$ cat src/gpio_pkg.sv
// Package with constants and types for the GPIO ports block
package gpio_pkg;

	// ********************************
	// Register addresses
	// ********************************
	localparam logic [7:0] ADDR_PORT0_LATCH   = 8'h80;
	localparam logic [7:0] ADDR_PORT1_LATCH   = 8'h90;
	localparam logic [7:0] ADDR_CARRIER_SEL   = 8'h9f;
	localparam logic [7:0] ADDR_PORT2_LATCH   = 8'ha0;
	localparam logic [7:0] ADDR_CFG           = 8'haf;
	localparam logic [7:0] ADDR_PORT0_PU_DIS  = 8'hb2;
	localparam logic [7:0] ADDR_PORT1_PU_DIS  = 8'hb3;
	localparam logic [7:0] ADDR_PORT2_PU_DIS  = 8'hb4;

	// ********************************
	// Fields and reset values
	// ********************************
	localparam int         CFG_CARRIER_EN_BIT = 4;
	localparam logic [7:0] PORT2_PU_DIS_MASK  = 8'h27;
	localparam int         RST_PIN_PU_BIT     = 5;
	localparam logic [7:0] LATCH_RESET        = 8'hff;
	localparam logic [7:0] CARRIER_SEL_RESET  = 8'h00;
	localparam logic [7:0] PU_DIS_RESET       = 8'h00;
	localparam logic [7:0] UNMAPPED_READ      = 8'h00;

	// ********************************
	// Carrier timing
	// ********************************
	localparam int CLOCK_HZ     = 20_000_000;
	localparam int CARRIER_HZ   = 38_000;
	localparam int CARRIER_HALF = CLOCK_HZ / (2 * CARRIER_HZ);
	localparam int CARRIER_CW   = $clog2(CARRIER_HALF);

	// ********************************
	// Types
	// ********************************
	typedef logic [2:0][7:0] port_bits_t;

	typedef struct packed {
		logic [7:0] addr;
		logic [7:0] wdata;
		logic       wr;
		logic       rd_latch;
		logic       rd_pin;
	} sfr_req_t;

endpackage

$ cat src/gpio_ports_ir_carrier.sv
// Three 8-bit GPIO ports with pull-up control and 38 kHz carrier
// What this block does
// - A pin owned by an enabled peripheral is driven by that peripheral only.
// - Each pin of ports 0 and 1 and pins 2..0 of port 2 has a switchable weak pull-up, all enabled after reset.
// - With pull-up off the pin is open drain, never driven high.
// - A port write strobe loads the bus value into that port latch.
// - A read-latch request returns the stored latch value.
// - A read-pin request returns the synchronised external pin level.
// - Latch 0 drives the pin low; latch 1 leaves it to the pull-up.
// - A modulated pin drives latch XOR a 38 kHz square wave.
// - Bit 4 of the register at 0xAF enables the carrier globally.
// - Carrier pin-select register at 0x9F, one bit per pin, reset to zero.
// - Select bits 7..4 map to port 1 pins 6, 5, 4 and 1.
// - Select bits 3..0 map to port 0 pins 2, 7, 5 and 3.
// - Register 0xB2 bit n disables the port 0 pin n pull-up; reset zero.
// - Register 0xB3 bit n disables the port 1 pin n pull-up; reset zero.
// - Register 0xB4 bits 2..0 port 2, bit 5 reset pin; rest kept zero.
// - Latches reset to 1 and stay set while a peripheral owns the pin.
`timescale 1ns/100ps

module gpio_ports_ir_carrier
(
	// Clock and reset
	input  wire logic                 clock_i,
	input  wire logic                 rst_i,
	// Special function register access
	input  wire gpio_pkg::sfr_req_t   sfr_req_i,
	output logic [7:0]                sfr_rdata_o,
	output logic                      sfr_rvalid_o,
	// Peripheral ownership of pins
	input  wire gpio_pkg::port_bits_t periph_own_i,
	input  wire gpio_pkg::port_bits_t periph_lvl_i,
	// Port pins
	input  wire gpio_pkg::port_bits_t pin_i,
	output gpio_pkg::port_bits_t      pin_o,
	output gpio_pkg::port_bits_t      pin_oe_o,
	output gpio_pkg::port_bits_t      pullup_en_o,
	output logic                      rst_pin_pullup_en_o,
	output gpio_pkg::port_bits_t      pin_sync_o
);

	// ********************************
	// Declarations
	// ********************************
	gpio_pkg::port_bits_t latch_r;
	gpio_pkg::port_bits_t pu_dis_r;
	gpio_pkg::port_bits_t sync1_r;
	gpio_pkg::port_bits_t sync2_r;
	gpio_pkg::port_bits_t carrier_mask;
	gpio_pkg::port_bits_t lvl_nxt;
	gpio_pkg::port_bits_t oe_r;
	logic [7:0]           sel_r;
	logic                 carrier_en_r;
	logic                 carrier_r;
	logic [gpio_pkg::CARRIER_CW-1:0] cnt_r;
	logic [7:0]           rdata_r;
	logic                 rvalid_r;
	logic [7:0]           rdata_nxt;

	// ********************************
	// Functions
	// ********************************
	function automatic logic [1:0] port_index(input logic [7:0] a);
		port_index = 2'd3;
		if (a == gpio_pkg::ADDR_PORT0_LATCH)
		begin
			port_index = 2'd0;
		end
		else if (a == gpio_pkg::ADDR_PORT1_LATCH)
		begin
			port_index = 2'd1;
		end
		else if (a == gpio_pkg::ADDR_PORT2_LATCH)
		begin
			port_index = 2'd2;
		end
	endfunction

	function automatic gpio_pkg::port_bits_t sel_to_mask(input logic [7:0] s);
		sel_to_mask = '0;
		sel_to_mask[1][6] = s[7];
		sel_to_mask[1][5] = s[6];
		sel_to_mask[1][4] = s[5];
		sel_to_mask[1][1] = s[4];
		sel_to_mask[0][2] = s[3];
		sel_to_mask[0][7] = s[2];
		sel_to_mask[0][5] = s[1];
		sel_to_mask[0][3] = s[0];
	endfunction

	// ********************************
	// Pin synchroniser
	// ********************************
	always_ff @(posedge clock_i)
	begin
		if (rst_i)
		begin
			sync1_r <= '1;
			sync2_r <= '1;
		end
		else
		begin
			sync1_r <= pin_i;
			sync2_r <= sync1_r;
		end
	end

	// ********************************
	// Port latches
	// ********************************
	always_ff @(posedge clock_i)
	begin
		if (rst_i)
		begin
			latch_r <= {3{gpio_pkg::LATCH_RESET}};
		end
		else
		begin
			for (int p = 0; p < 3; p++)
			begin
				for (int b = 0; b < 8; b++)
				begin
					if (periph_own_i[p][b])
					begin
						latch_r[p][b] <= 1'b1;
					end
					else if (sfr_req_i.wr && port_index(sfr_req_i.addr) == 2'(p))
					begin
						latch_r[p][b] <= sfr_req_i.wdata[b];
					end
				end
			end
		end
	end

	// ********************************
	// Pull-up disable registers
	// ********************************
	always_ff @(posedge clock_i)
	begin
		if (rst_i)
		begin
			pu_dis_r <= {3{gpio_pkg::PU_DIS_RESET}};
		end
		else if (sfr_req_i.wr)
		begin
			if (sfr_req_i.addr == gpio_pkg::ADDR_PORT0_PU_DIS)
			begin
				pu_dis_r[0] <= sfr_req_i.wdata;
			end
			if (sfr_req_i.addr == gpio_pkg::ADDR_PORT1_PU_DIS)
			begin
				pu_dis_r[1] <= sfr_req_i.wdata;
			end
			if (sfr_req_i.addr == gpio_pkg::ADDR_PORT2_PU_DIS)
			begin
				pu_dis_r[2] <= sfr_req_i.wdata & gpio_pkg::PORT2_PU_DIS_MASK;
			end
		end
	end

	// ********************************
	// Carrier configuration
	// ********************************
	always_ff @(posedge clock_i)
	begin
		if (rst_i)
		begin
			sel_r        <= gpio_pkg::CARRIER_SEL_RESET;
			carrier_en_r <= 1'b0;
		end
		else if (sfr_req_i.wr)
		begin
			if (sfr_req_i.addr == gpio_pkg::ADDR_CARRIER_SEL)
			begin
				sel_r <= sfr_req_i.wdata;
			end
			if (sfr_req_i.addr == gpio_pkg::ADDR_CFG)
			begin
				carrier_en_r <= sfr_req_i.wdata[gpio_pkg::CFG_CARRIER_EN_BIT];
			end
		end
	end

	// ********************************
	// 38 kHz square wave
	// ********************************
	always_ff @(posedge clock_i)
	begin
		if (rst_i)
		begin
			cnt_r     <= '0;
			carrier_r <= 1'b0;
		end
		else if (cnt_r == gpio_pkg::CARRIER_CW'(gpio_pkg::CARRIER_HALF - 1))
		begin
			cnt_r     <= '0;
			carrier_r <= ~carrier_r;
		end
		else
		begin
			cnt_r <= cnt_r + 1'b1;
		end
	end

	// ********************************
	// Pin drive
	// ********************************
	always_comb
	begin
		carrier_mask = carrier_en_r ? sel_to_mask(sel_r) : '0;
		for (int p = 0; p < 3; p++)
		begin
			for (int b = 0; b < 8; b++)
			begin
				lvl_nxt[p][b] = periph_own_i[p][b] ? periph_lvl_i[p][b]
					: latch_r[p][b] ^ (carrier_r & carrier_mask[p][b]);
			end
		end
	end

	always_ff @(posedge clock_i)
	begin
		if (rst_i)
		begin
			oe_r <= '0;
		end
		else
		begin
			oe_r <= ~lvl_nxt;
		end
	end

	assign pin_o               = '0;
	assign pin_oe_o            = oe_r;
	assign pullup_en_o         = ~{pu_dis_r[2] & ~(8'h01 << gpio_pkg::RST_PIN_PU_BIT), pu_dis_r[1], pu_dis_r[0]};
	assign rst_pin_pullup_en_o = ~pu_dis_r[2][gpio_pkg::RST_PIN_PU_BIT];
	assign pin_sync_o          = sync2_r;

	// ********************************
	// Register readback
	// ********************************
	always_comb
	begin
		rdata_nxt = gpio_pkg::UNMAPPED_READ;
		unique case (sfr_req_i.addr)
			gpio_pkg::ADDR_PORT0_LATCH,
			gpio_pkg::ADDR_PORT1_LATCH,
			gpio_pkg::ADDR_PORT2_LATCH:
			begin
				if (sfr_req_i.rd_pin)
				begin
					rdata_nxt = sync2_r[port_index(sfr_req_i.addr)];
				end
				else
				begin
					rdata_nxt = latch_r[port_index(sfr_req_i.addr)];
				end
			end
			gpio_pkg::ADDR_CARRIER_SEL:  rdata_nxt = sel_r;
			gpio_pkg::ADDR_CFG:
				rdata_nxt[gpio_pkg::CFG_CARRIER_EN_BIT] = carrier_en_r;
			gpio_pkg::ADDR_PORT0_PU_DIS: rdata_nxt = pu_dis_r[0];
			gpio_pkg::ADDR_PORT1_PU_DIS: rdata_nxt = pu_dis_r[1];
			gpio_pkg::ADDR_PORT2_PU_DIS: rdata_nxt = pu_dis_r[2];
			default:                     rdata_nxt = gpio_pkg::UNMAPPED_READ;
		endcase
	end

	always_ff @(posedge clock_i)
	begin
		if (rst_i)
		begin
			rdata_r  <= '0;
			rvalid_r <= 1'b0;
		end
		else
		begin
			rvalid_r <= sfr_req_i.rd_latch | sfr_req_i.rd_pin;
			if (sfr_req_i.rd_latch | sfr_req_i.rd_pin)
			begin
				rdata_r <= rdata_nxt;
			end
		end
	end

	assign sfr_rdata_o  = rdata_r;
	assign sfr_rvalid_o = rvalid_r;
endmodule

$ cat config.mk
export PLATFORM = sky130hd
export DESIGN_NAME = gpio_ports_ir_carrier
export DESIGN_NICKNAME = d
export VERILOG_FILES = /design/src/gpio_pkg.sv /design/src/gpio_ports_ir_carrier.sv
export SDC_FILE = /design/constraint.sdc
export NUM_CORES = 1
export LEC_CHECK = 0
export BUFFER_PORTS_ARGS = -buffer_cell sky130_fd_sc_hd__buf_4
export CORE_ASPECT_RATIO = 1.1
export CORE_MARGIN = 4
export CORE_UTILIZATION = 50
export DETAILED_ROUTE_END_ITERATION = 12
export PLACE_DENSITY = 0.78
export SLEW_MARGIN = 20
export SYNTH_ARGS = -nofsm -noshare
export SYNTH_HDL_FRONTEND = slang
export SYNTH_SLANG_ARGS = --single-unit
export TNS_END_PERCENT = 100
$ cat constraint.sdc
create_clock -name clock_i -period 3.04 [get_ports clock_i]
set_input_delay 0.608 -clock clock_i [delete_from_list [all_inputs] [get_ports clock_i]]
set_output_delay 0.608 -clock clock_i [all_outputs]
set_load 0.02 [all_outputs]
==> reports/metrics.cfg <==
[run_status]
outcome=finished, final reports clean

[power]
switching_share=0.238
internal_power_mw=3.45
p_leak_nw=3.59
comb_power_share=0.090
clkPwrFrac=0.476
p_per_area_nw_per_um2=573
p_switching_mw=1.08
p_seq_frac=0.434
ir_drop_mv=0.362

[place]
dp_hpwl_um=12100
gp_congestion=0.885
io_buffer_count=169
place_ws_ns=0.559

[critical_path]
end_kind=register
crit_type=primary input to register
crit_fanout=14
crit_required_ns=3.30
r2r_setup_slack_ns=1.23
start_kind=primary input
worstPathArrival_ns=2.41

[synthesis]
synth_top_family_by_area=simple AND/OR/NAND/NOR gates
synthCells=622
synthSimpleGateAreaFrac=0.197
seq_area_frac_synth=0.477
synth-edff-count=0
yosysTopAreaCellShare=0.477
syn_avg_cell_area_um2=9.71
ys_ff_latch=144
synth-main-ff-cell=dfxtp_1
synthDistinctLibCells=43
yosys.area.top_type=dfxtp_1
ys_top_cells_by_area=dfxtp_1, mux2i_1, or2_2
synth_xor_area_frac=0.0232
ys_warn_count=0
async_flop_share=0
synth_compound_area_frac=0.0671
synthAdderAreaFrac=0.00414
yosys-mux-area-fraction=0.157
syn_area_um2=6040

[cts]
htreeDepth=4
cts_tree=built
cts-root-buf=clkbuf_16
clk_pin_slew_ns=0.06
clock_latency_ns=0.42
post-cts-setup-buffer-count=0
cts_resized=0
cts.sinks=144
holdBufCountCts=0
cts_buffer_depth=2
numCtsBuffers=17

[detailed_routing]
drtIter0Drc=333
firstDrtPassIters=5
wl_um=16400
vias=4874
route.detailed.drc=0
post_drt_via_cell_ratio=5.17
wl_per_cell_um=17.3
ant_nets=0

[layout]
syn_to_final_growth_pct=31.0
nNetsFinal=875
antenna_cells=0
drive_gt1_frac=0.340
finalCoreUtilization=0.679

[sta]
setup_slack_ns=0.892
finalMaxSlewViolations=0
setup_violations=0
fmaxAchievable_mhz=466
maxSlewHeadroom=0.335
finalCriticalPeriod_ns=2.15
rsz0062_at_grt=no
period_share=0.706
tightest_slew_ns=0.973
tns_ns=0
finalHoldViolations=0
fin_skew_ns=0.0103

[global_routing]
antenna_found_initial=0
grt_pass1_vias=4728
grt_pass1_wl_um=24900
grt_max_degree=87
grt_remaining_overflow=0
track_usage=0.233

[floorplan]
row_count=41
initial_utilization=0.519
die_w_um=113
core_um2=11600
pin_count=199
die_area_um2=13900
dieHeight_um=123

[flow_run]
maxCapViolCount=0

[min_path]
hold_path.class=primary input to register

worst paths after layout:
check,endpoint,depth (start not counted),startpoint
worst max register to register,sfr_rdata_o[1],4,pin_sync_o[1]
worst max-delay path,sfr_rdata_o[1],5,sfr_req_i[11]
worst min register to register,pin_sync_o[21],1,sync1_r[21]
worst min-delay path,pin_oe_o[4],2,periph_lvl_i[4]
cell families (layout without fill, tap and decap cells):
family	count (synthesis)	in the layout
buf+inv	87	231
fa+ha+maj	2	2
other cells	2	29
mux	90	90
flops	144	144
simple gates	229	229
compound gates	52	52
xor+xnor	16	16
synthesized netlist by cell type, types with 2 or more instances:
| cell | number |
|---|---|
| dfxtp_1 | 144 |
| nor2_1 | 81 |
| mux2i_1 | 79 |
| or2_2 | 49 |
| nand2_1 | 30 |
| buf_4 | 29 |
| clkbuf_1 | 26 |
| a211oi_1 | 24 |
| inv_1 | 24 |
| nand3_1 | 17 |
| nor2b_1 | 16 |
| o2bb2ai_1 | 13 |
| xnor2_1 | 9 |
| mux2_2 | 8 |
| nor3_1 | 7 |
| xor2_1 | 7 |
| nor4_1 | 6 |
| a2111oi_0 | 5 |
| a21oi_1 | 4 |
| buf_1 | 4 |
| buf_2 | 4 |
| mux4_2 | 3 |
| nor4bb_1 | 3 |
| o31ai_1 | 3 |
| or4_1 | 3 |
| and4_1 | 2 |
| conb_1 | 2 |
| ha_1 | 2 |
| nand3_2 | 2 |
| nand4_1 | 2 |
| nor4b_1 | 2 |
flip-flops by register name (all words and copies together) (netlist names), 8 cells and up:
register and cells:
pu_dis_r 20, sfr_rdata_o 8, sel_r 8, pin_oe_o 24, cnt_r 9, latch_r 24, sync1_r 24, pin_sync_o 24
placed cells by master (no fill, tap or decap), types with 2 or more instances in the layout:
cell type,synthesis,routed
and4_1,2,2
a2111oi_0,5,5
bufinv_16,0,3
a21oi_1,4,4
o2bb2ai_1,13,13
inv_6,0,4
a211oi_1,24,24
xnor2_1,9,9
xor2_1,7,7
or4_1,3,3
buf_4,29,175
clkinvlp_4,0,2
nor3_1,7,7
nor4_1,6,6
nor2b_1,16,16
or2_2,49,49
o31ai_1,3,3
conb_1,2,29
nor4bb_1,3,3
nor2_1,81,81
nand3_2,2,2
mux2_2,8,8
clkbuf_16,0,17
clkinv_4,0,2
dfxtp_1,144,144
nand3_1,17,17
nor4b_1,2,2
ha_1,2,2
mux2i_1,79,79
inv_1,24,24
nand4_1,2,2
nand2_1,30,30
mux4_2,3,3
power by group through the flow:
stage / sequential [mW] / clock (mW) / combinational (mW)
5_1_grt: 1.97 / 2.26 / 0.439
4_1_cts: 1.97 / 2.18 / 0.409
3_3_place_gp: 2.00 / 0 / 0.401
2_1_floorplan: 2.04 / 0 / 0.198
6_report: 1.97 / 2.16 / 0.409
3_5_place_dp: 2.01 / 0 / 0.407
final cells by class:
type | count | area (um2)
flip-flops and latches | 144 | 2880
inverters | 24 | 90.1
clock inverters | 13 | 174
repair buffers | 175 | 1310
well taps | 150 | 188
fillers | 941 | 3740
clock buffers | 19 | 443
multi-input cells | 418 | 2820
routing by layer:
metal / up-vias / routed length [um] / GRT usage
li1: 2369 / - / -
met1: 2273 / 6810 / 0.287
met2: 201 / 7970 / 0.391
met3: 31 / 1250 / 0.0744
met4: 0 / 331 / 0.0714
met5: - / 0 / 0
through the flow:
| step | power [mW] | area (um2) | hold slack [ns] | cells |
|---|---|---|---|---|
| after global placement | 2.41 | 7290 | 0.390 | 911 |
| after floorplan | 2.24 | 6140 | 0.389 | 649 |
| final | 4.53 | 7910 | 0.363 | 943 |
| after CTS | 4.55 | 7910 | 0.350 | 943 |
| after global routing | 4.67 | 7910 | 0.350 | 943 |
| after detailed placement | 2.41 | 7290 | 0.392 | 911 |
worst max-delay path: stages:
cell and delay [ns]:
buf_4 0.18, and4_1 0.37, o2bb2ai_1 0.20, a2111oi_0 0.88, a211oi_1 0.17
No activity file was read; power rests on OpenSTA's default activity.
